File: src/shared/dipu_pkg.sv
// Functional notes
// [RQ1] Debounced levels, input n at bit n-1
// [RQ2] Pulse transmit event on any debounced change
// [RQ3] Same levels offered as 32-bit read word
// [RQ4] Config bits 0-7 enable per-input pull-ups
// [RQ5] Config bit 8: single ended or differential
// [RQ6] Config reachable as 16-bit and 32-bit objects
// [RQ7] Function array, entry 0 returns count
// [RQ8] Codes 0 and 1 do nothing
// [RQ9] Codes 2/3 reset on rise/fall edge
// [RQ10] Codes 4-7 positive/negative limit, polarity by parity
// [RQ11] Codes 8/9 motor over-temperature, high/low active
// [RQ12] Disable codes; 10/11 also clear faults
// [RQ13] Codes 12/13 reset on edge, disable on level
// [RQ14] Codes 14/15 home switch, high/low active
// [RQ15] Code 19 PWM sync, high-speed pins only
// [RQ16] Codes 20/21 halt motor while level holds
// [RQ17] Codes 22/23 high-resolution analog divide
// [RQ18] Codes 24/25 capture position, high-speed pins only
// [RQ19] Codes 26/27 count edges, upper byte selects
// [RQ20] Debounce array, entry 0 returns count
// [RQ21] Debounce time in ms, 0 to 10000
// [RQ22] Unlisted codes behave as no function
package dipu_pkg;
    localparam int NPIN = 16;
    localparam int DEB_W = 14;

    // Object indices
    localparam logic [15:0] IDX_LEVELS   = 16'h2190;
    localparam logic [15:0] IDX_CFG      = 16'h2191;
    localparam logic [15:0] IDX_FUNC     = 16'h2192;
    localparam logic [15:0] IDX_DEB      = 16'h2195;
    localparam logic [15:0] IDX_LEVELS_W = 16'h219A;
    localparam logic [15:0] IDX_CFG_W    = 16'h219C;

    // Config field layout and reset values
    localparam int PULL_W   = 8;
    localparam int DIFF_BIT = 8;
    localparam int CFG_W    = 9;
    localparam logic [CFG_W-1:0] CFG_RST  = 9'h000;
    localparam logic [15:0]      FUNC_RST = 16'h0000;
    localparam logic [DEB_W-1:0] DEB_RST  = 14'h0000;
    localparam logic [15:0]      DEB_MAX  = 16'h2710;

    // Pins able to carry high-speed functions
    localparam logic [NPIN-1:0] HS_MASK = 16'h0003;

    // Timing
    localparam int CLK_PERIOD_NS = 10;
    localparam int MS_NS         = 1000000;
    localparam int TICK_CYC      = MS_NS / CLK_PERIOD_NS;

    // Function codes
    localparam logic [7:0] FN_RST_RISE  = 8'h02;
    localparam logic [7:0] FN_RST_FALL  = 8'h03;
    localparam logic [7:0] FN_PLIM_HI   = 8'h04;
    localparam logic [7:0] FN_PLIM_LO   = 8'h05;
    localparam logic [7:0] FN_NLIM_HI   = 8'h06;
    localparam logic [7:0] FN_NLIM_LO   = 8'h07;
    localparam logic [7:0] FN_TEMP_HI   = 8'h08;
    localparam logic [7:0] FN_TEMP_LO   = 8'h09;
    localparam logic [7:0] FN_DISCL_HI  = 8'h0A;
    localparam logic [7:0] FN_DISCL_LO  = 8'h0B;
    localparam logic [7:0] FN_RSTDIS_HI = 8'h0C;
    localparam logic [7:0] FN_RSTDIS_LO = 8'h0D;
    localparam logic [7:0] FN_HOME_HI   = 8'h0E;
    localparam logic [7:0] FN_HOME_LO   = 8'h0F;
    localparam logic [7:0] FN_DIS_HI    = 8'h10;
    localparam logic [7:0] FN_DIS_LO    = 8'h11;
    localparam logic [7:0] FN_PWM_SYNC  = 8'h13;
    localparam logic [7:0] FN_HALT_HI   = 8'h14;
    localparam logic [7:0] FN_HALT_LO   = 8'h15;
    localparam logic [7:0] FN_HRDIV_HI  = 8'h16;
    localparam logic [7:0] FN_HRDIV_LO  = 8'h17;
    localparam logic [7:0] FN_CAP_RISE  = 8'h18;
    localparam logic [7:0] FN_CAP_FALL  = 8'h19;
    localparam logic [7:0] FN_CNT_RISE  = 8'h1A;
    localparam logic [7:0] FN_CNT_FALL  = 8'h1B;
endpackage : dipu_pkg

File: src/rtl/dipu_top.sv
`timescale 1ns/1ps
`default_nettype none
module dipu_top #(
    parameter int TICK_CYC_P = dipu_pkg::TICK_CYC
) (
    // Clock and reset
    input  wire logic                          clk,
    input  wire logic                          rst_n,
    // Input pins
    input  wire logic [dipu_pkg::NPIN-1:0]     pin_in,
    // Object access port
    input  wire logic                          obj_rd,
    input  wire logic                          obj_wr,
    input  wire logic [15:0]                   obj_index,
    input  wire logic [7:0]                    obj_sub,
    input  wire logic [31:0]                   obj_wdata,
    output logic      [31:0]                   obj_rdata,
    output logic                               obj_ack,
    output logic                               obj_err,
    // Pin electrical control
    output logic      [dipu_pkg::PULL_W-1:0]   pullup_en,
    output logic                               diff_mode,
    // Pin function results
    output logic                               pdo_event,
    output logic                               dev_reset_req,
    output logic                               fault_clear,
    output logic                               drive_disable,
    output logic                               pos_limit,
    output logic                               neg_limit,
    output logic                               motor_overtemp,
    output logic                               home_switch,
    output logic                               motion_halt,
    output logic                               hires_divide,
    output logic                               pwm_sync,
    output logic                               pos_capture,
    output logic                               count_pulse,
    output logic      [7:0]                    count_sel
);
    import dipu_pkg::*;

    localparam int DIV_W = $clog2(TICK_CYC_P + 1);

    typedef struct packed {
        logic [NPIN-1:0]             s1;
        logic [NPIN-1:0]             s2;
        logic [NPIN-1:0]             lvl;
        logic [NPIN-1:0][DEB_W-1:0]  dcnt;
        logic [NPIN-1:0][DEB_W-1:0]  deb;
        logic [NPIN-1:0][15:0]       fn;
        logic [CFG_W-1:0]            cfg;
        logic [DIV_W-1:0]            div;
        logic                        tick;
        logic [31:0]                 rdata;
        logic                        ack;
        logic                        err;
        logic                        pdo;
        logic                        rst_req;
        logic                        fclr;
        logic                        dis;
        logic                        plim;
        logic                        nlim;
        logic                        temp;
        logic                        home;
        logic                        halt;
        logic                        hrdiv;
        logic                        pwm;
        logic                        cap;
        logic                        cnt;
        logic [7:0]                  csel;
    } dipu_state_t;

    dipu_state_t q;
    dipu_state_t d;
    logic [1:0]  rsync_q;
    logic        rst_sync_n;

    // Reset release through two stages
    always_ff @(posedge clk or negedge rst_n) begin
        if (!rst_n) begin
            rsync_q <= 2'h0;
        end else begin
            rsync_q <= {rsync_q[0], 1'b1};
        end
    end
    assign rst_sync_n = rsync_q[1];

    always_comb begin
        logic [NPIN-1:0] rise;
        logic [NPIN-1:0] fall;
        logic [7:0]      code;
        logic            hi;
        logic            hs;
        rise = '0;
        fall = '0;
        code = 8'h00;
        hi   = 1'b0;
        hs   = 1'b0;
        d    = q;

        // Millisecond tick
        if (q.div == DIV_W'(TICK_CYC_P - 1)) begin
            d.div  = '0;
            d.tick = 1'b1;
        end else begin
            d.div  = DIV_W'(q.div + 1'b1);
            d.tick = 1'b0;
        end

        // Pin sync and debounce; counts only while the level differs
        d.s1 = pin_in;
        d.s2 = q.s1;
        for (int i = 0; i < NPIN; i++) begin
            if (q.s2[i] != q.lvl[i]) begin
                if (q.deb[i] == '0 ||
                    (q.tick && DEB_W'(q.dcnt[i] + 1'b1) >= q.deb[i])) begin // [RQ21]
                    d.lvl[i]  = q.s2[i];
                    d.dcnt[i] = '0;
                end else if (q.tick) begin
                    d.dcnt[i] = DEB_W'(q.dcnt[i] + 1'b1);
                end
            end else begin
                d.dcnt[i] = '0;
            end
        end
        rise = d.lvl & ~q.lvl;
        fall = ~d.lvl & q.lvl;
        d.pdo = |(rise | fall); // [RQ2]

        // Pin functions, evaluated on the new debounced level
        d.rst_req = 1'b0;
        d.fclr    = 1'b0;
        d.dis     = 1'b0;
        d.plim    = 1'b0;
        d.nlim    = 1'b0;
        d.temp    = 1'b0;
        d.home    = 1'b0;
        d.halt    = 1'b0;
        d.hrdiv   = 1'b0;
        d.pwm     = 1'b0;
        d.cap     = 1'b0;
        d.cnt     = 1'b0;
        d.csel    = 8'h00;
        for (int i = 0; i < NPIN; i++) begin
            code = q.fn[i][7:0];
            hi   = d.lvl[i];
            hs   = HS_MASK[i];
            case (code)
                FN_RST_RISE:  d.rst_req = d.rst_req | rise[i];             // [RQ9]
                FN_RST_FALL:  d.rst_req = d.rst_req | fall[i];             // [RQ9]
                FN_PLIM_HI:   d.plim    = d.plim | hi;                     // [RQ10]
                FN_PLIM_LO:   d.plim    = d.plim | ~hi;                    // [RQ10]
                FN_NLIM_HI:   d.nlim    = d.nlim | hi;                     // [RQ10]
                FN_NLIM_LO:   d.nlim    = d.nlim | ~hi;                    // [RQ10]
                FN_TEMP_HI:   d.temp    = d.temp | hi;                     // [RQ11]
                FN_TEMP_LO:   d.temp    = d.temp | ~hi;                    // [RQ11]
                FN_DISCL_HI: begin
                    d.dis  = d.dis | hi;                                   // [RQ12]
                    d.fclr = d.fclr | rise[i];                             // [RQ12]
                end
                FN_DISCL_LO: begin
                    d.dis  = d.dis | ~hi;                                  // [RQ12]
                    d.fclr = d.fclr | fall[i];                             // [RQ12]
                end
                FN_RSTDIS_HI: begin
                    d.rst_req = d.rst_req | rise[i];                       // [RQ13]
                    d.dis     = d.dis | hi;                                // [RQ13]
                end
                FN_RSTDIS_LO: begin
                    d.rst_req = d.rst_req | fall[i];                       // [RQ13]
                    d.dis     = d.dis | ~hi;                               // [RQ13]
                end
                FN_HOME_HI:   d.home    = d.home | hi;                     // [RQ14]
                FN_HOME_LO:   d.home    = d.home | ~hi;                    // [RQ14]
                FN_DIS_HI:    d.dis     = d.dis | hi;                      // [RQ12]
                FN_DIS_LO:    d.dis     = d.dis | ~hi;                     // [RQ12]
                FN_PWM_SYNC:  d.pwm     = d.pwm | (hs & hi);               // [RQ15]
                FN_HALT_HI:   d.halt    = d.halt | hi;                     // [RQ16]
                FN_HALT_LO:   d.halt    = d.halt | ~hi;                    // [RQ16]
                FN_HRDIV_HI:  d.hrdiv   = d.hrdiv | hi;                    // [RQ17]
                FN_HRDIV_LO:  d.hrdiv   = d.hrdiv | ~hi;                   // [RQ17]
                FN_CAP_RISE:  d.cap     = d.cap | (hs & rise[i]);          // [RQ18]
                FN_CAP_FALL:  d.cap     = d.cap | (hs & fall[i]);          // [RQ18]
                FN_CNT_RISE, FN_CNT_FALL: begin
                    // Lowest pin wins when two counters fire together
                    if (!d.cnt && ((code == FN_CNT_RISE) ? rise[i] : fall[i])) begin
                        d.cnt  = 1'b1;                                     // [RQ19]
                        d.csel = q.fn[i][15:8];                            // [RQ19]
                    end
                end
                default: ; // Codes 0, 1 and unlisted do nothing [RQ8] [RQ22]
            endcase
        end

        // Object access, answered one cycle later
        d.ack   = obj_rd | obj_wr;
        d.err   = 1'b0;
        d.rdata = 32'h0000_0000;
        if (obj_wr) begin
            case (obj_index)
                IDX_CFG, IDX_CFG_W: d.cfg = obj_wdata[CFG_W-1:0];      // [RQ4] [RQ5] [RQ6]
                IDX_FUNC, IDX_DEB: begin
                    d.err = 1'b1;                                       // [RQ7] [RQ20]
                    for (int i = 0; i < NPIN; i++) begin
                        if (obj_sub == 8'(i + 1)) begin
                            d.err = 1'b0;
                            if (obj_index == IDX_FUNC) begin
                                d.fn[i] = obj_wdata[15:0];
                            end else if (obj_wdata[15:0] > DEB_MAX) begin
                                d.deb[i] = DEB_W'(DEB_MAX);             // [RQ21]
                            end else begin
                                d.deb[i] = obj_wdata[DEB_W-1:0];        // [RQ21]
                            end
                        end
                    end
                end
                default: d.err = 1'b1;
            endcase
        end else if (obj_rd) begin
            case (obj_index)
                IDX_LEVELS:   d.rdata = {16'h0000, q.lvl};                 // [RQ1]
                IDX_LEVELS_W: d.rdata = {{(32 - NPIN){1'b0}}, q.lvl};      // [RQ3]
                IDX_CFG, IDX_CFG_W: d.rdata = {{(32 - CFG_W){1'b0}}, q.cfg}; // [RQ6]
                IDX_FUNC, IDX_DEB: begin
                    if (obj_sub == 8'h00) begin
                        d.rdata = 32'(NPIN);                               // [RQ7] [RQ20]
                    end else begin
                        d.err = 1'b1;
                        for (int i = 0; i < NPIN; i++) begin
                            if (obj_sub == 8'(i + 1)) begin
                                d.err   = 1'b0;
                                d.rdata = (obj_index == IDX_FUNC) ?
                                          {16'h0000, q.fn[i]} :
                                          {18'h00000, q.deb[i]};
                            end
                        end
                    end
                end
                default: d.err = 1'b1;
            endcase
        end
    end

    always_ff @(posedge clk or negedge rst_sync_n) begin
        if (!rst_sync_n) begin
            q     <= '0;
            q.cfg <= CFG_RST;
            q.fn  <= {NPIN{FUNC_RST}};
            q.deb <= {NPIN{DEB_RST}};
        end else begin
            q <= d;
        end
    end

    assign obj_rdata      = q.rdata;
    assign obj_ack        = q.ack;
    assign obj_err        = q.err;
    assign pullup_en      = q.cfg[PULL_W-1:0];
    assign diff_mode      = q.cfg[DIFF_BIT];
    assign pdo_event      = q.pdo;
    assign dev_reset_req  = q.rst_req;
    assign fault_clear    = q.fclr;
    assign drive_disable  = q.dis;
    assign pos_limit      = q.plim;
    assign neg_limit      = q.nlim;
    assign motor_overtemp = q.temp;
    assign home_switch    = q.home;
    assign motion_halt    = q.halt;
    assign hires_divide   = q.hrdiv;
    assign pwm_sync       = q.pwm;
    assign pos_capture    = q.cap;
    assign count_pulse    = q.cnt;
    assign count_sel      = q.csel;
endmodule : dipu_top
`default_nettype wire

File: config.mk
export PLATFORM = sky130hd
export DESIGN_NAME = dipu_top
export DESIGN_NICKNAME = d
export VERILOG_FILES = /design/src/shared/dipu_pkg.sv /design/src/rtl/dipu_top.sv
export SDC_FILE = /design/constraint.sdc
export NUM_CORES = 2
export LEC_CHECK = 0
export BUFFER_PORTS_ARGS = -buffer_cell sky130_fd_sc_hd__buf_2
export CAP_MARGIN = 20
export CORE_ASPECT_RATIO = 1.25
export CORE_MARGIN = 3
export CORE_UTILIZATION = 49
export DETAILED_ROUTE_END_ITERATION = 12
export GPL_TIMING_DRIVEN = 0
export HOLD_SLACK_MARGIN = 0.08
export PLACE_DENSITY = 0.7
export SYNTH_ARGS = -nofsm -noshare
export SYNTH_HDL_FRONTEND = slang
export SYNTH_SLANG_ARGS = --single-unit
File: constraint.sdc
create_clock -name clk -period 25.2 [get_ports clk]
set_input_delay 0 -clock clk [delete_from_list [all_inputs] [get_ports clk]]
set_output_delay 0 -clock clk [all_outputs]
set_load 0.02 [all_outputs]
# Word-level counts from Yosys, hierarchy flattened

Cells that the tools add are included.

Register bits after elaboration: 836
Logic and storage cells: 1347

Add/sub/neg operators: 17
$lt $le $gt $ge: 17
Equal/unequal tests: 413
Mux-type cells: 335
Bitwise logic cells: 296
Reduce and logical (&&, ||, !) cells: 197

Operators with widths:

| operator                                                           | number |
|---|---|
| 8-bit by 4-bit == test with 1-bit output (second input constant)   | 136 |
| 8-bit by 5-bit == test with 1-bit output (second input constant)   | 135 |
| 14-bit two-way mux                                                 | 49 |
| 32-bit two-way mux                                                 | 18 |
| 8-bit by 3-bit == test with 1-bit output (second input constant)   | 68 |
| 1-bit case mux with 2 select lines                                 | 148 |
| 9-bit two-way mux                                                  | 32 |
| 1-bit bitwise OR                                                   | 274 |
| 8-bit by 2-bit == test with 1-bit output (second input constant)   | 34 |
| 16-bit two-way mux                                                 | 17 |
| 14-bit by 1-bit adder with 14-bit output (second input constant)   | 16 |
| 14-bit >= comparator                                               | 16 |
| 14-bit logical NOT                                                 | 16 |
| 4-bit AND reduction                                                | 32 |
| 2-bit OR reduction                                                 | 51 |
| 16-bit by 14-bit == test with 1-bit output (second input constant) | 6 |
| 32-bit case mux with 3 select lines                                | 1 |
| 3-bit OR reduction                                                 | 32 |
| 1-bit two-way mux                                                  | 69 |
| 3-bit by 2-bit != test with 1-bit output (second input constant)   | 16 |
| 16-bit AND                                                         | 2 |
| 16-bit inverter                                                    | 2 |
| 1-bit logical AND                                                  | 31 |
| 18-bit two-way mux                                                 | 1 |
| other kinds (13)                                                   | 73 |

# Longest topological paths before layout

Depth after elaboration: 71
Gate-level depth with buffers: 29
Mapped depth without buffers: 27

# Worst setup path before layout

OpenSTA, ideal clock, no wires.

Path type: register to register
From: reg q[562] (netlist name)
To: reg q (netlist bit count_sel[3])
Library setup time: 130 ps
Arrival time: 5414 ps
Required time: 25070 ps
Slack: 19656 ps
Stages on the path, launching flop included: 26
Path buffers: 0
Path through: dfrtp_1 nand3_1 nor2_1 and3_1 and3_1 and3_1 nand3_1 xnor2_1 ha_1 a21oi_1 o21a_1 o221ai_1 a31oi_1 mux2i_1 inv_1 ha_1 mux2i_1 nor3_4 or3_4 nor3_4 nand2_1 o21bai_4 or3_1 a21oi_2 a2111oi_2 o21ai_1

RTL lines:

| what        | line           | source |
|---|---|---|
| from (decl) | dipu_top.sv:72 | `dipu_state_t q;` |

==> summary.md <==
| Metric | Value |
|---|---|
| Synth Flop Type | dfrtp_1 |
| Top-count cell post-synth | nand2_1 |
| Post-synthesis instance area | 0.05122 sq mm |
| Crit path launch type | flip-flop |
| Vias | 46,970 |
| Post-synthesis sequential area ratio | 40.07% |
| CTS buffer count | 89 |
| FFs w/ async S/R, synth | 100.0% |
| Post-route ant nets | 0 |
| Largest net degree at the start of global routing | 70 |
| R2R cell count | 19 |
| Worst Hold Path EP | pullup_en[3]$_DFFE_PN0P_ |
| Worst Path Arrival | 8930 ps |
| Max-slew violations | 0 |
| First-pass GRT wire length | 302,000 um |
| DRT Pass-1 Iters | 7 |
| Worst Tran Pin Value | 1204 ps |
| Power per cell area | 49.62 mW/mm^2 |
| # port buffers | 88 |
| Final WL | 210,400 um |
| Min-Delay Startpoint | obj_wdata[3] |
| Leak | 26.56 nW |
| Worst-path clk slew | 70 ps |
| Vias in the first global route | 44,910 |
| Synth cell count leaders | nand2_1 (863), dfrtp_1 (820), o21ai_0 (492) |
| Post-synth top area cell | dfrtp_1 |
| Grt total ovfl | 0 |
| Crit Path Category | reg2reg |
| Unrepaired setup endpoints after global routing | false |
| Post-layout util | 56.07% |
| DP Cell Count | 7,227 |
| Crit-path max FO | 11 |
| WL/cell | 28.23 um |
| Total global-route track usage | 38.20% |
| Layout cells sized above 1 | 11.72% |
| GP Congestion | 1.111 |
| Hold path depth | 2 |
| Register Area | 0.02052 sq mm |
| Max Cap Viol | 0 |
| Post-DR vias/cell | 6.303 |
| Top Ports | 140 |
| HPWL after detailed placement | 164,000 um |
| TritonCTS clock tree | yes |
| Final Critical Period | 8363 ps |
| Floorplan row count | 131 |
| Die width | 295.2 um |
| Power Total | 2.864 mW |
| Initial antenna violation count | 13 |
| Reg-to-Reg Start | q[55]$_DFF_PN0_ |
| Area delta synth->final | 12.69% |
| #FFs+latches synth | 820 |
| Clock skew | 40.51 ps |
| Residual DRC | 0 |
| Fill cell count | 9,299 |
| Initial drt markers | 4,893 |
| Area of the multi-input gates | 0.02817 sq mm |
| Die Y | 367.5 um |
| Root Buffer | clkbuf_16 |
| Layout Nets | 6,394 |
| Top-area cell type share of the netlist area | 40.07% |
| Clock Tree Buf Depth | 3 |
| Worst R2R End | count_sel[3]$_DFF_PN0_ |
| Critical Path RT | 25,760 ps |
| Status | complete, no violations |
| Finished Layout Cells | 7,452 |
| Skew-Pair Late Insertion Delay | 740 ps |
| Fin crit share | 33.19% |
| Peak VDD IR | 0.05895 mV |
| Yosys cell types | 104 |
| Yosys warnings | 0 |
| Postcts setup bufs | 0 |
| Crit end category | flip-flop |
| Setup Total Neg Slack | 0 ps |
| Synth Area per Inst | 8.888 sq um |
| Final setup viols | 0 |
| TritonCTS Sinks | 820 |
| Cells after synthesis | 5,762 |
| FMAX | 119.6 MHz |
| DIE AREA | 0.1085 sq mm |
| Core Area | 0.1029 sq mm |
| Number of enable flip-flop cells after synthesis | 0 |
| Slew HR | 19.70% |
| Reg2reg setup slack | 16,840 ps |
| Hold Crit Class | in2reg |
| Initial Utilization | 49.76% |
| H-tree lvl count | 3 |
| Main area contributors after synthesis | dfrtp_1 (40%), ha_1 (6.7%), nand2_1 (6.3%) |
| Endpoints failing hold | 0 |
==> sequential cells by signal, summed over array words and instances (netlist names), 2 cells and up <==
name,flops
count_sel,8
d,16
rsync_q,2
q,754
pullup_en,8
obj_rdata,16
==> power by group <==
part / internal (mW) / switching (mW) / total [mW]
registers: 1.32 / 0.00901 / 1.33
logic: 0.0274 / 0.0807 / 0.108
clock network: 0.818 / 0.608 / 1.43
==> logic make-up after synthesis <==
family,after synthesis,synth area share (%)
AND/OR/NAND/NOR,2165,20.58
adder cells (fa/ha/maj),275,6.718
multiplexers,418,8.927
flip-flops,820,40.07
AO/OA/AOI/OAI,1208,14.42
buffers and inverters,632,5.138
XOR/XNOR,242,4.138
other,2,0.01466
==> routing by layer <==
metal	vias to the layer above	track usage, %	part of all wire (%)
li1	20990	-	-
met1	23050	45.21	37
met2	2228	58.37	44
met3	689	7.687	8.2
met4	10	34.58	11
met5	-	0	0.030
==> per-stage QoR <==
stage	worst slack, ps	hold WS [ps]	area (sq um)
2_1_floorplan	650.9	-295.6	51270
3_3_place_gp	-9099	-212.8	53380
3_5_place_dp	17220	-213.7	54020
4_1_cts	17190	82.29	57700
5_1_grt	16750	104.4	57700
6_report	16840	102.1	57720
==> layout make-up <==
type,count,share of cell area (%)
Antenna cell,5,0.02168
Buffer,344,2.706
Clock buffer,117,4.394
Clock inverter,48,1.041
Inverter,288,1.873
Multi-Input combinational cell,4325,48.80
Sequential cell,820,35.56
Tap cell,1330,2.883
Timing Repair Buffer,175,2.719
==> worst max-delay path by stage <==
stage | to | from | slack (ps) | cells past startpoint
finish | count_sel[3]$_DFF_PN0_ | q[55]$_DFF_PN0_ | 16840 | 19
global route | count_sel[3]$_DFF_PN0_ | q[576]$_DFFE_PN0P_ | 16750 | 26
CTS | count_sel[2]$_DFF_PN0_ | q[55]$_DFF_PN0_ | 17190 | 19
detailed placement | count_sel[2]$_DFF_PN0_ | q[55]$_DFF_PN0_ | 17220 | 19
global placement | q[737]$_DFFE_PN0P_ | rsync_q[1]$_DFF_PN0_ | -9100 | 0
floorplan | count_pulse$_DFF_PN0_ | rsync_q[1]$_DFF_PN0_ | 650 | 0
==> cell usage in the layout (no fill, tap or decap), types with 38 or more instances in the layout <==
cell type      Yosys  final
nor4_1           118    113
buf_2             33    128
mux2i_1          126    126
clkbuf_16          0     92
mux2_2           282    282
dfrtp_1          820    819
a31oi_1           41     41
xor2_1           145    145
buf_4             54     56
o21ai_0          492    492
clkbuf_1         249    252
xnor2_1           97     97
nand2_1          863    863
and3_1           106    106
nand2b_1         173    173
a21oi_1          250    250
ha_1             275    275
dlygate4sd3_1      0     54
nand4_1           95     95
o211ai_1          48     48
o41ai_1           41     41
nand3_1          187    187
o22ai_1           56     56
nor2_1           330    330
nor3_1            92     91
inv_1            285    285
nor2b_1           42     38
==> worst max-delay path: stages, from the launching register on <==
cell and delay, ps:
dfrtp_1 820, clkbuf_2 800, clkbuf_1 500, buf_8 250
buf_2 620, o21ai_1 520, nand3_1 370, a21boi_1 630
inv_1 190, ha_1 260, mux2i_4 280, nor4_4 180
or3_4 460, nor3_4 530, nand3_1 460, nor2_1 310
or3_1 250, a21oi_2 110, a2111oi_2 380, o21ai_1 220
==> what timing repair did <==
action	4_1_cts	5_1_grt
resized for setup	0	0
hold endpoints to repair	102	0
hold buffers	54	0
Note: power is estimated with default switching activity, not from simulation.
